$ cat src/gpp_defines.vh
// Purpose: Constants for the four-port general-purpose pin block
// Assumes: Register index times four gives the byte address
// Notes: Definitions only
`ifndef GPP_DEFINES_VH
`define GPP_DEFINES_VH

`define GPP_ADDR_W 8
`define GPP_IDX_PORT_C_DATA 6'h02
`define GPP_IDX_PORT_D_DATA 6'h03
`define GPP_IDX_PORT_C_DIRECTION 6'h06
`define GPP_IDX_PORT_E_DATA 6'h08
`define GPP_IDX_PORT_F_DATA 6'h09
`define GPP_IDX_PORT_E_DIRECTION 6'h0C
`define GPP_IDX_PORT_F_DIRECTION 6'h0D

`define GPP_C_W 7
`define GPP_D_W 7
`define GPP_E_W 8
`define GPP_F_W 6
`define GPP_PIN_W 28

`define GPP_DIR_RESET_C 7'h00
`define GPP_DIR_RESET_E 8'h00
`define GPP_DIR_RESET_F 6'h00

`define GPP_RESP_OKAY 2'h0
`define GPP_RESP_SLVERR 2'h2

`endif

$ cat src/gpp_sync.v
// Purpose: Two-stage synchroniser for a bundle of pin levels
// Assumes: Each bit is an independent level
// Notes: Only the second stage may be read by other logic
module gpp_sync #(
  parameter W = 28
) (
  input wire clk_i,
  input wire srst_i,
  input wire [W-1:0] async_i,
  output wire [W-1:0] sync_o
);
  reg [W-1:0] meta_q;
  reg [W-1:0] sync_q;

  always @(posedge clk_i) begin
    if (srst_i) begin
      meta_q <= {W{1'b0}};
      sync_q <= {W{1'b0}};
    end else begin
      meta_q <= async_i;
      sync_q <= meta_q;
    end
  end

  assign sync_o = sync_q;
endmodule

$ cat src/gpp_pindrv.v
// Purpose: Registered pin driver for one bidirectional port
// Assumes: Peripheral override signals come from logic on the same clock
// Notes: Output enable is active low; reset releases every pin
module gpp_pindrv #(
  parameter W = 8
) (
  input wire clk_i,
  input wire srst_i,
  input wire [W-1:0] latch_i,
  input wire [W-1:0] dir_i,
  input wire [W-1:0] alt_en_i,
  input wire [W-1:0] alt_out_i,
  input wire [W-1:0] alt_drive_i,
  output wire [W-1:0] pin_out_o,
  output wire [W-1:0] pin_oe_n_o
);
  reg [W-1:0] out_q;
  reg [W-1:0] oe_n_q;
  genvar i;

  generate
    for (i = 0; i < W; i = i + 1) begin : g_bit
      always @(posedge clk_i) begin
        if (srst_i) begin
          out_q[i] <= 1'b0;
          oe_n_q[i] <= 1'b1;
        end else if (alt_en_i[i]) begin
          // A peripheral owning the pin decides its direction
          out_q[i] <= alt_out_i[i];
          oe_n_q[i] <= ~alt_drive_i[i];
        end else begin
          out_q[i] <= latch_i[i];
          oe_n_q[i] <= ~dir_i[i];
        end
      end
    end
  endgenerate

  assign pin_out_o = out_q;
  assign pin_oe_n_o = oe_n_q;
endmodule

$ cat src/gpp_ports.v
// Purpose: Ports C, D, E and F with data latches, and direction registers for C, E and F, behind AXI4-Lite
// Assumes: One clock; pins arrive asynchronously; peripheral override inputs are on CLK_I
// Notes: Data latches carry no reset, so they hold their value across SRST_I
//
// Design decision made here: the AXI4-Lite slave port.
`include "gpp_defines.vh"

module gpp_ports (
  input wire CLK_I,
  input wire SRST_I,
  input wire [`GPP_ADDR_W-1:0] AWADDR_I,
  input wire AWVALID_I,
  output wire AWREADY_O,
  input wire [31:0] WDATA_I,
  input wire [3:0] WSTRB_I,
  input wire WVALID_I,
  output wire WREADY_O,
  output wire [1:0] BRESP_O,
  output wire BVALID_O,
  input wire BREADY_I,
  input wire [`GPP_ADDR_W-1:0] ARADDR_I,
  input wire ARVALID_I,
  output wire ARREADY_O,
  output wire [31:0] RDATA_O,
  output wire [1:0] RRESP_O,
  output wire RVALID_O,
  input wire RREADY_I,
  input wire [6:0] PC_PIN_I,
  output wire [6:0] PC_PIN_O,
  output wire [6:0] PC_PIN_OE_N_O,
  input wire [6:0] PD_PIN_I,
  output wire [6:0] PD_LEVEL_O,
  input wire [7:0] PE_PIN_I,
  output wire [7:0] PE_PIN_O,
  output wire [7:0] PE_PIN_OE_N_O,
  input wire [7:0] PE_ALT_EN_I,
  input wire [7:0] PE_ALT_OUT_I,
  input wire [7:0] PE_ALT_DRIVE_I,
  input wire [5:0] PF_PIN_I,
  output wire [5:0] PF_PIN_O,
  output wire [5:0] PF_PIN_OE_N_O,
  input wire [5:0] PF_ALT_EN_I,
  input wire [5:0] PF_ALT_OUT_I,
  input wire [5:0] PF_ALT_DRIVE_I
);
  // Register state
  reg [6:0] port_c_latch_q;
  reg [6:0] port_d_latch_q;
  reg [7:0] port_e_latch_q;
  reg [5:0] port_f_latch_q;
  reg [6:0] port_c_direction_q;
  reg [7:0] port_e_direction_q;
  reg [5:0] port_f_direction_q;

  // Write channel state
  reg aw_held_q;
  reg aw_held_d;
  reg [5:0] aw_idx_q;
  reg w_held_q;
  reg w_held_d;
  reg [7:0] w_byte_q;
  reg w_lane_q;
  reg awready_q;
  reg wready_q;
  reg bvalid_q;
  reg [1:0] bresp_q;

  // Read channel state, plus the read and write decode results
  reg arready_q;
  reg rvalid_q;
  reg [31:0] rdata_q;
  reg [1:0] rresp_q;
  reg [7:0] rd_byte_d;
  reg rd_hit_d;
  reg wr_hit_d;

  wire [`GPP_PIN_W-1:0] pins_sync;
  wire [6:0] pc_level;
  wire [6:0] pd_level;
  wire [7:0] pe_level;
  wire [5:0] pf_level;
  reg [6:0] pd_level_q;

  wire aw_take;
  wire w_take;
  wire do_write;
  wire ar_take;
  wire [5:0] ar_idx;

  // Pins are asynchronous to CLK_I
  // Pin reads therefore lag the pins by two edges of CLK_I
  gpp_sync #(
    .W(`GPP_PIN_W)
  ) u_sync (
    .clk_i(CLK_I),
    .srst_i(SRST_I),
    .async_i({PF_PIN_I, PE_PIN_I, PD_PIN_I, PC_PIN_I}),
    .sync_o(pins_sync)
  );

  assign pc_level = pins_sync[6:0];
  assign pd_level = pins_sync[13:7];
  assign pe_level = pins_sync[21:14];
  assign pf_level = pins_sync[27:22];

  // Write address and data may arrive in either order
  assign aw_take = AWVALID_I & awready_q;
  assign w_take = WVALID_I & wready_q;
  // Holding the update until B drains keeps one write in flight
  assign do_write = aw_held_q & w_held_q & ~bvalid_q;

  always @* begin
    aw_held_d = aw_held_q;
    w_held_d = w_held_q;
    if (do_write) begin
      aw_held_d = 1'b0;
      w_held_d = 1'b0;
    end else begin
      if (aw_take) begin
        aw_held_d = 1'b1;
      end
      if (w_take) begin
        w_held_d = 1'b1;
      end
    end
  end

  always @* begin
    case (aw_idx_q)
      `GPP_IDX_PORT_C_DATA: wr_hit_d = 1'b1;
      `GPP_IDX_PORT_D_DATA: wr_hit_d = 1'b1;
      `GPP_IDX_PORT_C_DIRECTION: wr_hit_d = 1'b1;
      `GPP_IDX_PORT_E_DATA: wr_hit_d = 1'b1;
      `GPP_IDX_PORT_F_DATA: wr_hit_d = 1'b1;
      `GPP_IDX_PORT_E_DIRECTION: wr_hit_d = 1'b1;
      `GPP_IDX_PORT_F_DIRECTION: wr_hit_d = 1'b1;
      default: wr_hit_d = 1'b0;
    endcase
  end

  always @(posedge CLK_I) begin
    if (SRST_I) begin
      aw_held_q <= 1'b0;
      w_held_q <= 1'b0;
      aw_idx_q <= 6'h00;
      w_byte_q <= 8'h00;
      w_lane_q <= 1'b0;
      awready_q <= 1'b0;
      wready_q <= 1'b0;
      bvalid_q <= 1'b0;
      bresp_q <= `GPP_RESP_OKAY;
    end else begin
      aw_held_q <= aw_held_d;
      w_held_q <= w_held_d;
      awready_q <= ~aw_held_d;
      wready_q <= ~w_held_d;
      if (aw_take) begin
        aw_idx_q <= AWADDR_I[`GPP_ADDR_W-1:2];
      end
      if (w_take) begin
        w_byte_q <= WDATA_I[7:0];
        w_lane_q <= WSTRB_I[0];
      end
      if (do_write) begin
        bvalid_q <= 1'b1;
        bresp_q <= wr_hit_d ? `GPP_RESP_OKAY : `GPP_RESP_SLVERR;
      end else if (bvalid_q & BREADY_I) begin
        bvalid_q <= 1'b0;
      end
    end
  end

  // Latches are written regardless of direction and have no reset
  always @(posedge CLK_I) begin
    if (do_write & w_lane_q) begin
      case (aw_idx_q)
        `GPP_IDX_PORT_C_DATA: port_c_latch_q <= w_byte_q[6:0];
        // Port D latch is write-only; port D reads always show the pins
        `GPP_IDX_PORT_D_DATA: port_d_latch_q <= w_byte_q[6:0];
        `GPP_IDX_PORT_E_DATA: port_e_latch_q <= w_byte_q;
        `GPP_IDX_PORT_F_DATA: port_f_latch_q <= w_byte_q[5:0];
        default: port_c_latch_q <= port_c_latch_q;
      endcase
    end
  end

  // Direction bits clear on reset so every pin not owned by a peripheral starts as an input
  // Bits above a port's width are dropped, so they read back as zero
  always @(posedge CLK_I) begin
    if (SRST_I) begin
      port_c_direction_q <= `GPP_DIR_RESET_C;
      port_e_direction_q <= `GPP_DIR_RESET_E;
      port_f_direction_q <= `GPP_DIR_RESET_F;
    end else if (do_write & w_lane_q) begin
      case (aw_idx_q)
        `GPP_IDX_PORT_C_DIRECTION: port_c_direction_q <= w_byte_q[6:0];
        `GPP_IDX_PORT_E_DIRECTION: port_e_direction_q <= w_byte_q;
        `GPP_IDX_PORT_F_DIRECTION: port_f_direction_q <= w_byte_q[5:0];
        default: port_c_direction_q <= port_c_direction_q;
      endcase
    end
  end

  // Read path: one read outstanding at a time
  // ARREADY returns at the handshake edge, so back-to-back reads cost one idle cycle
  assign ar_take = ARVALID_I & arready_q;
  assign ar_idx = ARADDR_I[`GPP_ADDR_W-1:2];

  always @* begin
    rd_byte_d = 8'h00;
    rd_hit_d = 1'b1;
    case (ar_idx)
      `GPP_IDX_PORT_C_DATA: begin
        // Direction picks latch or pin per bit
        rd_byte_d = {1'b0, (port_c_direction_q & port_c_latch_q) | (~port_c_direction_q & pc_level)};
      end
      `GPP_IDX_PORT_D_DATA: begin
        rd_byte_d = {1'b0, pd_level};
      end
      `GPP_IDX_PORT_C_DIRECTION: begin
        rd_byte_d = {1'b0, port_c_direction_q};
      end
      `GPP_IDX_PORT_E_DATA: begin
        // Selection holds even when a timer owns the pin
        rd_byte_d = (port_e_direction_q & port_e_latch_q) | (~port_e_direction_q & pe_level);
      end
      `GPP_IDX_PORT_F_DATA: begin
        // Selection holds even when SPI or serial owns the pin
        rd_byte_d = {2'b00, (port_f_direction_q & port_f_latch_q) | (~port_f_direction_q & pf_level)};
      end
      `GPP_IDX_PORT_E_DIRECTION: begin
        rd_byte_d = port_e_direction_q;
      end
      `GPP_IDX_PORT_F_DIRECTION: begin
        rd_byte_d = {2'b00, port_f_direction_q};
      end
      default: begin
        rd_byte_d = 8'h00;
        rd_hit_d = 1'b0;
      end
    endcase
  end

  always @(posedge CLK_I) begin
    if (SRST_I) begin
      arready_q <= 1'b0;
      rvalid_q <= 1'b0;
      rdata_q <= 32'h00000000;
      rresp_q <= `GPP_RESP_OKAY;
    end else if (ar_take) begin
      arready_q <= 1'b0;
      rvalid_q <= 1'b1;
      rdata_q <= {24'h000000, rd_byte_d};
      rresp_q <= rd_hit_d ? `GPP_RESP_OKAY : `GPP_RESP_SLVERR;
    end else if (rvalid_q) begin
      if (RREADY_I) begin
        rvalid_q <= 1'b0;
        arready_q <= 1'b1;
      end
    end else begin
      arready_q <= 1'b1;
    end
  end

  // Port D has no drivers; its level is passed on to the motor PWM logic
  always @(posedge CLK_I) begin
    if (SRST_I) begin
      pd_level_q <= 7'h00;
    end else begin
      pd_level_q <= pd_level;
    end
  end

  // Registered drivers cost one cycle but keep the pins free of decode glitches
  // Port C has no peripheral override in this block
  gpp_pindrv #(
    .W(`GPP_C_W)
  ) u_drv_c (
    .clk_i(CLK_I),
    .srst_i(SRST_I),
    .latch_i(port_c_latch_q),
    .dir_i(port_c_direction_q),
    .alt_en_i(7'h00),
    .alt_out_i(7'h00),
    .alt_drive_i(7'h00),
    .pin_out_o(PC_PIN_O),
    .pin_oe_n_o(PC_PIN_OE_N_O)
  );

  // Timer override of port E direction
  gpp_pindrv #(
    .W(`GPP_E_W)
  ) u_drv_e (
    .clk_i(CLK_I),
    .srst_i(SRST_I),
    .latch_i(port_e_latch_q),
    .dir_i(port_e_direction_q),
    .alt_en_i(PE_ALT_EN_I),
    .alt_out_i(PE_ALT_OUT_I),
    .alt_drive_i(PE_ALT_DRIVE_I),
    .pin_out_o(PE_PIN_O),
    .pin_oe_n_o(PE_PIN_OE_N_O)
  );

  // SPI or serial override of port F direction
  gpp_pindrv #(
    .W(`GPP_F_W)
  ) u_drv_f (
    .clk_i(CLK_I),
    .srst_i(SRST_I),
    .latch_i(port_f_latch_q),
    .dir_i(port_f_direction_q),
    .alt_en_i(PF_ALT_EN_I),
    .alt_out_i(PF_ALT_OUT_I),
    .alt_drive_i(PF_ALT_DRIVE_I),
    .pin_out_o(PF_PIN_O),
    .pin_oe_n_o(PF_PIN_OE_N_O)
  );

  assign AWREADY_O = awready_q;
  assign WREADY_O = wready_q;
  assign BVALID_O = bvalid_q;
  assign BRESP_O = bresp_q;
  assign ARREADY_O = arready_q;
  assign RVALID_O = rvalid_q;
  assign RDATA_O = rdata_q;
  assign RRESP_O = rresp_q;
  assign PD_LEVEL_O = pd_level_q;
endmodule

$ cat config.mk
export PLATFORM = sky130hd
export DESIGN_NAME = gpp_ports
export DESIGN_NICKNAME = d
export VERILOG_FILES = /design/src/gpp_sync.v /design/src/gpp_pindrv.v /design/src/gpp_ports.v
export VERILOG_INCLUDE_DIRS = /design/src
export SDC_FILE = /design/constraint.sdc
export NUM_CORES = 1
export LEC_CHECK = 0
export BUFFER_PORTS_ARGS = -buffer_cell sky130_fd_sc_hd__buf_2
export CAP_MARGIN = 20
export CORE_AREA = 4 4 109 132
export CTS_BUF_LIST = sky130_fd_sc_hd__clkbuf_8 sky130_fd_sc_hd__clkbuf_16
export DETAILED_ROUTE_END_ITERATION = 8
export DIE_AREA = 0 0 113 136
export PLACE_DENSITY = 0.78
export SYNTH_ARGS = -nofsm -noshare
export SYNTH_HDL_FRONTEND = slang
export SYNTH_SLANG_ARGS = --single-unit
$ cat constraint.sdc
create_clock -name CLK_I -period 7.42 [get_ports CLK_I]
set_input_delay 1.855 -clock CLK_I [delete_from_list [all_inputs] [get_ports CLK_I]]
set_output_delay 1.855 -clock CLK_I [all_outputs]
set_load 0.005 [all_outputs]
==> out/summary.txt, run 1 <==
DRC errors left -> 0
Max Freq -> 0.305 GHz
Slew @ Worst Pin -> 0.912 ns
LEAKAGE -> 3.24 nW
Register share of total power -> 51.0%
Clock sinks -> 179
Total power -> 2.01 mW
CTS resizes -> 0
Final hold violations -> 0
CTS buffer count -> 17
Crit-path max FO -> 18
Crit Path Class -> primary input to register
Slew Limit Fails -> 0
Die Ht -> 136 um
Worst setup EP type -> register
Vias -> 4670
Util after Layout -> 59.9%
PD cells -> 257 nW/um2
Logic pwr share -> 5.5%
TritonCTS clock tree -> yes
Post-CTS Hold Fix Bufs -> 0
Share of the synthesized area in the top cell type -> 49.2%
Drt via density -> 5.04
Critical R2R Launch -> w_lane_q$_SDFFE_PP0P_
Warnings, synthesis -> 0
Non-filler instance count after layout -> 927
Pre-Repair DR Iteration Count -> 4
CP Launch Type -> primary input
Multi-input logic area -> 2390 um2
RSZ-0062 raised after global routing -> no
Min-delay src -> u_sync.meta_q[25]$_SDFF_PP0_
Cell variety after synth -> 41
Area Overhead vs Synth -> 21.7%
Worst Path Buf+Inv -> 2
Area of the mapped netlist -> 6430 um2
Vias in the first global route -> 4786
Sw Pwr -> 0.437 mW
Rows -> 46
Period minus WS final -> 3.28 ns
Worst skew pair latency -> 0.42 ns
CTS max path bufs -> 2
Antenna-violating nets left -> 0
Post-placement setup slack -> 3.78 ns
Initial Util -> 49.2%
Area contributors post-synth -> dfxtp_1 (49%), edfxtp_1 (9.8%), mux2i_1 (7.6%)
Total GRT Usage -> 19.7%
Number of post-CTS setup repair buffers -> 0
CP max stage delay -> 0.68 ns
Post-Synthesis Cells -> 596
Net Sw Frac -> 21.7%
Status -> finished clean
Crit-path slowest cell -> nor4b_2
Top Ports -> 219
Die ar. -> 15400 um2
Root Buffer -> clkbuf_16
Register area share after synthesis -> 59.0%
IO buf count -> 161
Max-cap violations -> 0
Commonest non-fill, non-tap cells in the layout -> buf_2 (160), dfxtp_1 (158), nor2b_1 (72)
Iter 0 DRT Violations -> 150
Crit path launch -> ARADDR_I[2]
Setup ws final -> 4.14 ns
Ant diodes -> 0
Final net count -> 875
Power share of the clock group -> 43.5%
Most common cell after layout, fill and taps aside -> buf_2
Largest net degree at the start of global routing -> 93
Arrival time worst endpoint -> 3.61 ns
GPL Wtd Cong -> 0.870
Placed cell count -> 895
First-pass GRT wire length -> 23400 um
DR WL/cell -> 16.6 um
CORE AREA -> 13100 um2
WP data required -> 7.75 ns
Worst-path clk slew -> 0.07 ns
Seq. cell area -> 3790 um2
Class of the worst hold path -> register to register
H-tree level count -> 4
Synth area leader -> dfxtp_1
Worst path cell trace -> buf_2 -> inv_1 -> nor4b_2 -> a2111oi_0 -> nor3_1
HPWL after DPL -> 11300 um
Initial antenna violation count -> 0
Fillers -> 1063
Layout Skew -> 0.0130 ns
Die W -> 113 um
Syn_area_per_cell -> 10.8 um2
Total routed wirelength -> 15400 um
Fin crit share -> 44.2%
Cell Int Power -> 1.57 mW
Max transition margin -> 38.7%
Setup_tns -> 0 ns
Final setup fails -> 0
Fraction of layout instances using a drive strength above 1 -> 30.0%
Total congestion overflow -> 0
Maximum VDD drop -> 0.000137 V
Flop and latch count out of synthesis -> 179
CP delay by family, top -> simple AND/OR/NAND/NOR gates
[cell usage after synthesis, drive strengths merged]
library cell	count
dfxtp	158
nor2b	72
mux2i	49
nor2	41
nand2	37
buf	33
clkbuf	25
o21ai	25
a21oi	23
edfxtp	21
or3b	19
a211oi	18
or2	15
nand2b	10
nor3	8
a2111oi	7
nand3	6
nand3b	4
inv	3
nor4b	3
nor4	2
o31a	2
or3	2
or4	2
or4b	2
a21o	1
a31oi	1
a32oi	1
and2	1
conb	1
o211ai	1
o21a	1
o21ba	1
o41ai	1
[power groups by stage]
stage,Clock [mW],Combinational [mW],Sequential [mW]
floorplan,0,0.0708,1.04
global placement,0,0.106,1.05
detailed placement,0,0.110,1.05
CTS,0.888,0.110,1.03
global route,0.931,0.122,1.03
finish,0.874,0.110,1.03
[sequential cells by signal (all words and copies together) (netlist names), 7 cells and up]
name / flops
u_sync.meta_q: 28
PD_LEVEL_O: 7
w_byte_q: 8
u_drv_c.pin_out_o: 7
u_drv_e.pin_out_o: 8
port_c_direction_q: 7
RDATA_O: 8
u_drv_c.pin_oe_n_o: 7
port_c_latch_q: 7
port_e_latch_q: 8
port_e_direction_q: 8
u_sync.sync_o: 28
u_drv_e.pin_oe_n_o: 8
[final timing paths]
check,endpoint,slack (ns),cells past startpoint
setup / recovery,RDATA_O[6]$_SDFFE_PP0P_,4.14,5
hold / removal,u_sync.sync_o[25]$_SDFF_PP0_,0.43,1
setup reg to reg,port_f_latch_q[3]$_DFFE_PP_,5.18,3
hold reg to reg,u_sync.sync_o[25]$_SDFF_PP0_,0.43,1
[metrics by stage]
stage / area [um2] / hold WS, ns
after floorplan: 6530 / 0.387
final: 7830 / 0.433
after global routing: 7830 / 0.452
after global placement: 7230 / 0.422
after CTS: 7830 / 0.439
after detailed placement: 7240 / 0.427
[final cells by class]
| type | count | share of cell area [%] |
|---|---|---|
| Inverter | 3 | 0.144 |
| Clock inverter | 11 | 1.23 |
| Multi-Input combinational cell | 381 | 30.6 |
| Sequential cell | 179 | 48.5 |
| Tap cell | 168 | 2.69 |
| Timing Repair Buffer | 164 | 10.6 |
| Clock buffer | 21 | 6.28 |
[layer usage]
layer / share of wire, % / GRT usage (%)
met1: 38 / 21.5
met2: 55 / 36.3
met3: 5.5 / 4.36
met4: 2.3 / 8.88
met5: 0 / 0
[cells by family (layout without fill, tap and decap cells)]
group	count (synthesis)	after routing	share of synthesized area, %
flops	179	179	59.0
compound gates	82	82	7.94
simple gates	224	224	20.1
buf+inv	61	199	5.27
mux	49	49	7.62
other cells	1	26	0.0583
[worst register-to-register path: cells and delay by family, from the launching register on]
kind / cells / cell delay (ns)
flip-flops: 1 / 0.34
AND/OR/NAND/NOR: 3 / 1.52
No activity file was read; power rests on OpenSTA's default activity.
==> inputs of run 2 (changes only) <==
==> constraint.sdc (replaced) <==
create_clock -name CLK_I -period 3.3 [get_ports CLK_I]
set_input_delay 0.825 -clock CLK_I [delete_from_list [all_inputs] [get_ports CLK_I]]
set_output_delay 0.825 -clock CLK_I [all_outputs]
set_load 0.005 [all_outputs]
==> out/summary.txt, run 2 (synthesis results as in run 1) <==
Worst skew pair latency -> 0.41 ns (was 0.42 ns)
Die W -> 113 um (unchanged)
Arrival time worst endpoint -> 2.32 ns (was 3.61 ns)
Max-cap violations -> 0 (unchanged)
Worst Setup EP -> port_f_latch_q[3]$_DFFE_PP_ (was RDATA_O[6]$_SDFFE_PP0P_)
Placed cell count -> 896 (was 895)
Crit-path max FO -> 6 (was 18)
Drt via density -> 5.08 (was 5.04)
FF-to-FF End -> port_f_latch_q[3]$_DFFE_PP_ (unchanged)
IO buf count -> 161 (unchanged)
CORE AREA -> 13100 um2 (unchanged)
Rows -> 46 (unchanged)
Status -> finished clean (unchanged)
WP data required -> 3.34 ns (was 7.75 ns)
Max transition margin -> 34.0% (was 38.7%)
Non-filler instance count after layout -> 928 (was 927)
GPL Wtd Cong -> 0.890 (was 0.870)
Vias in the first global route -> 4684 (was 4786)
First-pass GRT wire length -> 23100 um (was 23400 um)
Initial Util -> 49.2% (unchanged)
HPWL after DPL -> 11300 um (about the same)
Die ar. -> 15400 um2 (unchanged)
CTS resizes -> 0 (unchanged)
Number of post-CTS setup repair buffers -> 0 (unchanged)
Root Buffer -> clkbuf_16 (unchanged)
Util after Layout -> 59.9% (about the same)
Register-to-Register Path Depth -> 3 (unchanged)
Iter 0 DRT Violations -> 220 (was 150)
DRC errors left -> 0 (unchanged)
Worst setup EP type -> register (unchanged)
Top Ports -> 219 (unchanged)
Final setup fails -> 0 (unchanged)
Total routed wirelength -> 15100 um (was 15400 um)
Maximum VDD drop -> 0.000325 V (was 0.000137 V)
Layout Skew -> 0.00623 ns (was 0.0130 ns)
Worst R2R Setup Slack -> 1.02 ns (was 5.18 ns)
LEAKAGE -> 3.24 nW (about the same)
Max Freq -> 0.438 GHz
Slew Limit Fails -> 0 (unchanged)
Clock sinks -> 179 (unchanged)
CTS max path bufs -> 2 (unchanged)
Setup_tns -> 0 ns (unchanged)
Fin crit share -> 69.1%
Slew @ Worst Pin -> 0.982 ns (was 0.912 ns)
Final net count -> 876 (was 875)
Total congestion overflow -> 0 (unchanged)
TritonCTS clock tree -> yes (unchanged)
PD cells -> 570 nW/um2 (was 257 nW/um2)
Pre-Repair DR Iteration Count -> 4 (unchanged)
Area Overhead vs Synth -> 21.6% (was 21.7%)
Most common cell after layout, fill and taps aside -> buf_2 (unchanged)
Min-delay src -> u_sync.meta_q[5]$_SDFF_PP0_ (was u_sync.meta_q[25]$_SDFF_PP0_)
Fraction of layout instances using a drive strength above 1 -> 30.1% (was 30.0%)
Vias -> 4715 (was 4670)
Critical R2R Launch -> aw_idx_q[4]$_SDFFE_PP0P_ (was w_lane_q$_SDFFE_PP0P_)
Post-CTS Hold Fix Bufs -> 0 (unchanged)
Largest net degree at the start of global routing -> 66 (was 93)
Class of the worst hold path -> register to register (unchanged)
DR WL/cell -> 16.3 um (was 16.6 um)
Commonest non-fill, non-tap cells in the layout -> buf_2 (160), dfxtp_1 (158), nor2b_1 (72) (unchanged)
Period minus WS final -> 2.28 ns
Die Ht -> 136 um (unchanged)
CP Launch Type -> register (was primary input)
Final hold violations -> 0 (unchanged)
Crit Path Class -> register to register (was primary input to register)
Ant diodes -> 0 (unchanged)
Initial antenna violation count -> 0 (unchanged)
Hold WS -> 0.435 ns (was 0.433 ns)
Worst-path clk slew -> 0.06 ns (was 0.07 ns)
H-tree level count -> 4 (unchanged)
Crit path launch -> aw_idx_q[4]$_SDFFE_PP0P_ (was ARADDR_I[2])
Antenna-violating nets left -> 0 (unchanged)
CTS buffer count -> 17 (unchanged)
RSZ-0062 raised after global routing -> no (unchanged)
Total GRT Usage -> 19.4% (was 19.7%)
==> run 2: per-layer routing <==
| metal | global-route usage [%] | up-vias | part of all wire, % |
|---|---|---|---|
| met5 | 0 | - | 0 |
| met4 | 9.02 | 0 | 3.5 |
| met3 | 4.67 | 39 | 5.9 |
| met2 | 35.5 | 167 | 53 |
| met1 | 21.1 | 2223 | 37 |
| li1 | - | 2286 | - |
==> run 2: worst min path at each step <==
stage	to	slack, ns	depth (start not counted)
floorplan	u_drv_c.pin_oe_n_o[0]$_SDFF_PP1_	0.39	1
global placement	u_sync.sync_o[13]$_SDFF_PP0_	0.42	1
detailed placement	u_sync.sync_o[5]$_SDFF_PP0_	0.42	1
CTS	u_sync.sync_o[5]$_SDFF_PP0_	0.44	1
global route	u_sync.sync_o[5]$_SDFF_PP0_	0.45	1
finish	u_sync.sync_o[5]$_SDFF_PP0_	0.44	1
==> run 2: power by group <==
| group | leakage [nW] | internal, mW | total (mW) | switching [mW] |
|---|---|---|---|---|
| Combinational | 1.44 | 0.120 | 0.246 | 0.127 |
| Sequential | 1.51 | 2.27 | 2.31 | 0.0371 |
| Clock | 0.293 | 1.10 | 1.91 | 0.813 |
| Total | 3.24 | 3.48 | 4.46 | 0.976 |
==> run 2: cell type report <==
class | count | area (um2)
fillers | 1080 | 5240
flip-flops and latches | 179 | 3790
multi-input cells | 381 | 2390
repair buffers | 165 | 838
clock buffers | 22 | 505
well taps | 168 | 210
clock inverters | 10 | 72.6
inverters | 3 | 11.3
==> run 2: worst max-delay path, cell delays in order, from the launching register on <==
cell	delay, ns
dfxtp_1	0.32
or3b_1	0.49
or3_1	0.34
nor3_1	0.76
==> run 2: through the flow <==
| stage | worst slack (ns) | total power, mW | cell area (um2) |
|---|---|---|---|
| after floorplan | 0.919 | 2.50 | 6530 |
| after global placement | 0.806 | 2.59 | 7250 |
| after detailed placement | 0.740 | 2.60 | 7250 |
| after CTS | 0.991 | 4.49 | 7830 |
| after global routing | 0.902 | 4.62 | 7830 |
| final | 1.02 | 4.46 | 7830 |
==> inputs of run 3 (changes only) <==
==> constraint.sdc (replaced) <==
create_clock -name CLK_I -period 2.15 [get_ports CLK_I]
set_input_delay 0.5375 -clock CLK_I [delete_from_list [all_inputs] [get_ports CLK_I]]
set_output_delay 0.5375 -clock CLK_I [all_outputs]
set_load 0.005 [all_outputs]
==> out/summary.txt, run 3 (synthesis results as in run 1) <==
Status -> finished clean (unchanged)
Vias in the first global route -> 4875 (was 4684)
Clock sinks -> 179 (unchanged)
Drt via density -> 5.04 (was 5.08)
Commonest non-fill, non-tap cells in the layout -> buf_2 (160), dfxtp_1 (158), nor2b_1 (72) (unchanged)
Net Sw Frac -> 22.6% (was 21.9%)
Crit path launch -> aw_idx_q[4]$_SDFFE_PP0P_ (unchanged)
Die W -> 113 um (unchanged)
Crit-path slowest cell -> or3b_1 (was nor3_1)
Antenna-violating nets left -> 0 (unchanged)
Final hold violations -> 0 (unchanged)
Worst Path Buf+Inv -> 1 (was 0)
Fraction of layout instances using a drive strength above 1 -> 31.6% (was 30.1%)
Total GRT Usage -> 20.0% (was 19.4%)
Fin crit share -> 91.7% (was 69.1%)
Root Buffer -> clkbuf_16 (unchanged)
Die Ht -> 136 um (unchanged)
DRC errors left -> 0 (unchanged)
Largest net degree at the start of global routing -> 88 (was 66)
Arrival time worst endpoint -> 2.10 ns (was 2.32 ns)
CP delay by family, top -> simple AND/OR/NAND/NOR gates (unchanged)
Number of post-CTS setup repair buffers -> 0 (unchanged)
CTS resizes -> 0 (unchanged)
Area Overhead vs Synth -> 23.2% (was 21.6%)
Rows -> 46 (unchanged)
Total congestion overflow -> 0 (unchanged)
Most common cell after layout, fill and taps aside -> buf_2 (unchanged)
Pre-Repair DR Iteration Count -> 5 (was 4)
DR WL/cell -> 16.3 um (about the same)
Slew @ Worst Pin -> 0.564 ns (was 0.982 ns)
Worst skew pair latency -> 0.42 ns (was 0.41 ns)
Slew Limit Fails -> 0 (unchanged)
CTS buffer count -> 17 (unchanged)
Top Ports -> 219 (unchanged)
IO buf count -> 161 (unchanged)
Max-cap violations -> 0 (unchanged)
Sw Pwr -> 1.55 mW (was 0.976 mW)
TritonCTS clock tree -> yes (unchanged)
Initial Util -> 49.2% (unchanged)
Total routed wirelength -> 15300 um (was 15100 um)
Register share of total power -> 51.5% (was 51.7%)
CP Launch Type -> register (unchanged)
Layout Skew -> 0.00757 ns (was 0.00623 ns)
Final instance area -> 7930 um2 (was 7830 um2)
FF-to-FF End -> port_c_latch_q[2]$_DFFE_PP_ (was port_f_latch_q[3]$_DFFE_PP_)
Met2 routed WL -> 8260 um (was 8050 um)
Setup_tns -> 0 ns (unchanged)
Max layer used -> met4 (unchanged)
Post-CTS Hold Fix Bufs -> 0 (unchanged)
Cell Int Power -> 5.32 mW (was 3.48 mW)
Power share of the clock group -> 42.8% (about the same)
CTS max path bufs -> 2 (unchanged)
CP max stage delay -> 0.50 ns (was 0.76 ns)
Initial antenna violation count -> 0 (unchanged)
Worst Setup EP -> port_c_latch_q[2]$_DFFE_PP_ (was port_f_latch_q[3]$_DFFE_PP_)
Critical R2R Launch -> aw_idx_q[4]$_SDFFE_PP0P_ (unchanged)
Worst path cell trace -> or3b_1 -> or3_1 -> nor4b_2 -> buf_4 (was or3b_1 -> or3_1 -> nor3_1)
Final setup fails -> 0 (unchanged)
Crit-path max FO -> 7 (was 6)
Register-to-Register Path Depth -> 4 (was 3)
Worst-path clk slew -> 0.07 ns (was 0.06 ns)
Critical path depth in cells -> 4 (was 3)
Logic pwr share -> 5.7% (was 5.5%)
Crit Path Class -> register to register (unchanged)
First-pass GRT wire length -> 24000 um (was 23100 um)
DP Area -> 7360 um2 (was 7250 um2)
RSZ-0062 raised after global routing -> no (unchanged)
Die ar. -> 15400 um2 (unchanged)
PD cells -> 866 nW/um2 (was 570 nW/um2)
Final net count -> 888 (was 876)
Max Freq -> 0.507 GHz (was 0.438 GHz)
Worst setup EP type -> register (unchanged)
CORE AREA -> 13100 um2 (unchanged)
Max transition margin -> 62.4% (was 34.0%)
Maximum VDD drop -> 0.000515 V (was 0.000325 V)
Iter 0 DRT Violations -> 221 (was 220)
Vias -> 4739 (was 4715)
Worst R2R Setup Slack -> 0.18 ns (was 1.02 ns)
Class of the worst hold path -> primary input to register (was register to register)
LEAKAGE -> 3.29 nW (was 3.24 nW)
Period minus WS final -> 1.97 ns (was 2.28 ns)
GPL Wtd Cong -> 0.855 (was 0.890)
DRT met1 WL -> 5480 um (was 5620 um)
Ant diodes -> 0 (unchanged)
HPWL after DPL -> 11700 um (was 11300 um)
H-tree level count -> 4 (unchanged)
WP data required -> 2.28 ns (was 3.34 ns)
WL met3 -> 1090 um (was 888 um)
## run 3: cell count changes in the layout (fill, tap and decap cells not counted), moves of 2 or more
cell	before	now
clkbuf_8	4	1
buf_4	5	16
clkinv_2	1	3
inv_6	2	5
## run 3: layout make-up
type | count | area (um2)
Timing Repair Buffer | 177 | 941
Sequential cell | 179 | 3790
Fill cell | 1105 | 5140
Tap cell | 168 | 210
Clock inverter | 14 | 128
Multi-Input combinational cell | 381 | 2400
Inverter | 3 | 11.3
Clock buffer | 18 | 439
## run 3: metrics by stage
step / cells / total power [mW] / hold WS (ns) / setup slack [ns] / utilization (%)
4_1_cts: 940 / 6.93 / 0.312 / 0.172 / 60.7
2_1_floorplan: 621 / 3.84 / 0.387 / 0.0832 / -
3_3_place_gp: 908 / 3.99 / 0.420 / 0.139 / 56.3
5_1_grt: 940 / 7.12 / 0.322 / 0.0928 / 60.7
3_5_place_dp: 908 / 4.01 / 0.424 / 0.0805 / 56.3
6_report: 940 / 6.87 / 0.328 / 0.179 / 60.7
## run 3: worst reg2reg max path: cells and delay by family, from the launching register on
kind / cells / cell delay [ns]
and+or+nand+nor: 3 / 1.16
DFF: 1 / 0.32
buffers and inverters: 1 / 0.21
## run 3: worst min-delay path by stage
stage	start	endpoint	slack, ns	depth (start not counted)
floorplan	port_c_direction_q[0]$_SDFFE_PP0P_	u_drv_c.pin_oe_n_o[0]$_SDFF_PP1_	0.39	1
global placement	u_sync.meta_q[27]$_SDFF_PP0_	u_sync.sync_o[27]$_SDFF_PP0_	0.42	1
detailed placement	port_c_direction_q[0]$_SDFFE_PP0P_	u_drv_c.pin_oe_n_o[0]$_SDFF_PP1_	0.42	1
CTS	PC_PIN_I[3]	u_sync.meta_q[3]$_SDFF_PP0_	0.31	2
global route	PD_PIN_I[3]	u_sync.meta_q[10]$_SDFF_PP0_	0.32	2
finish	PC_PIN_I[3]	u_sync.meta_q[3]$_SDFF_PP0_	0.33	2
## run 3: layer usage
layer	vias to the layer above	track usage (%)
met3	29	3.65
li1	2322	-
met2	174	37.6
met1	2214	21.4
met5	-	0
met4	0	9.82
## run 3: power groups by stage
stage	Combinational, mW	Sequential, mW	Clock, mW
2_1_floorplan	0.245	3.59	0
3_3_place_gp	0.381	3.61	0
3_5_place_dp	0.394	3.61	0
4_1_cts	0.396	3.54	2.99
5_1_grt	0.441	3.55	3.13
6_report	0.393	3.54	2.94
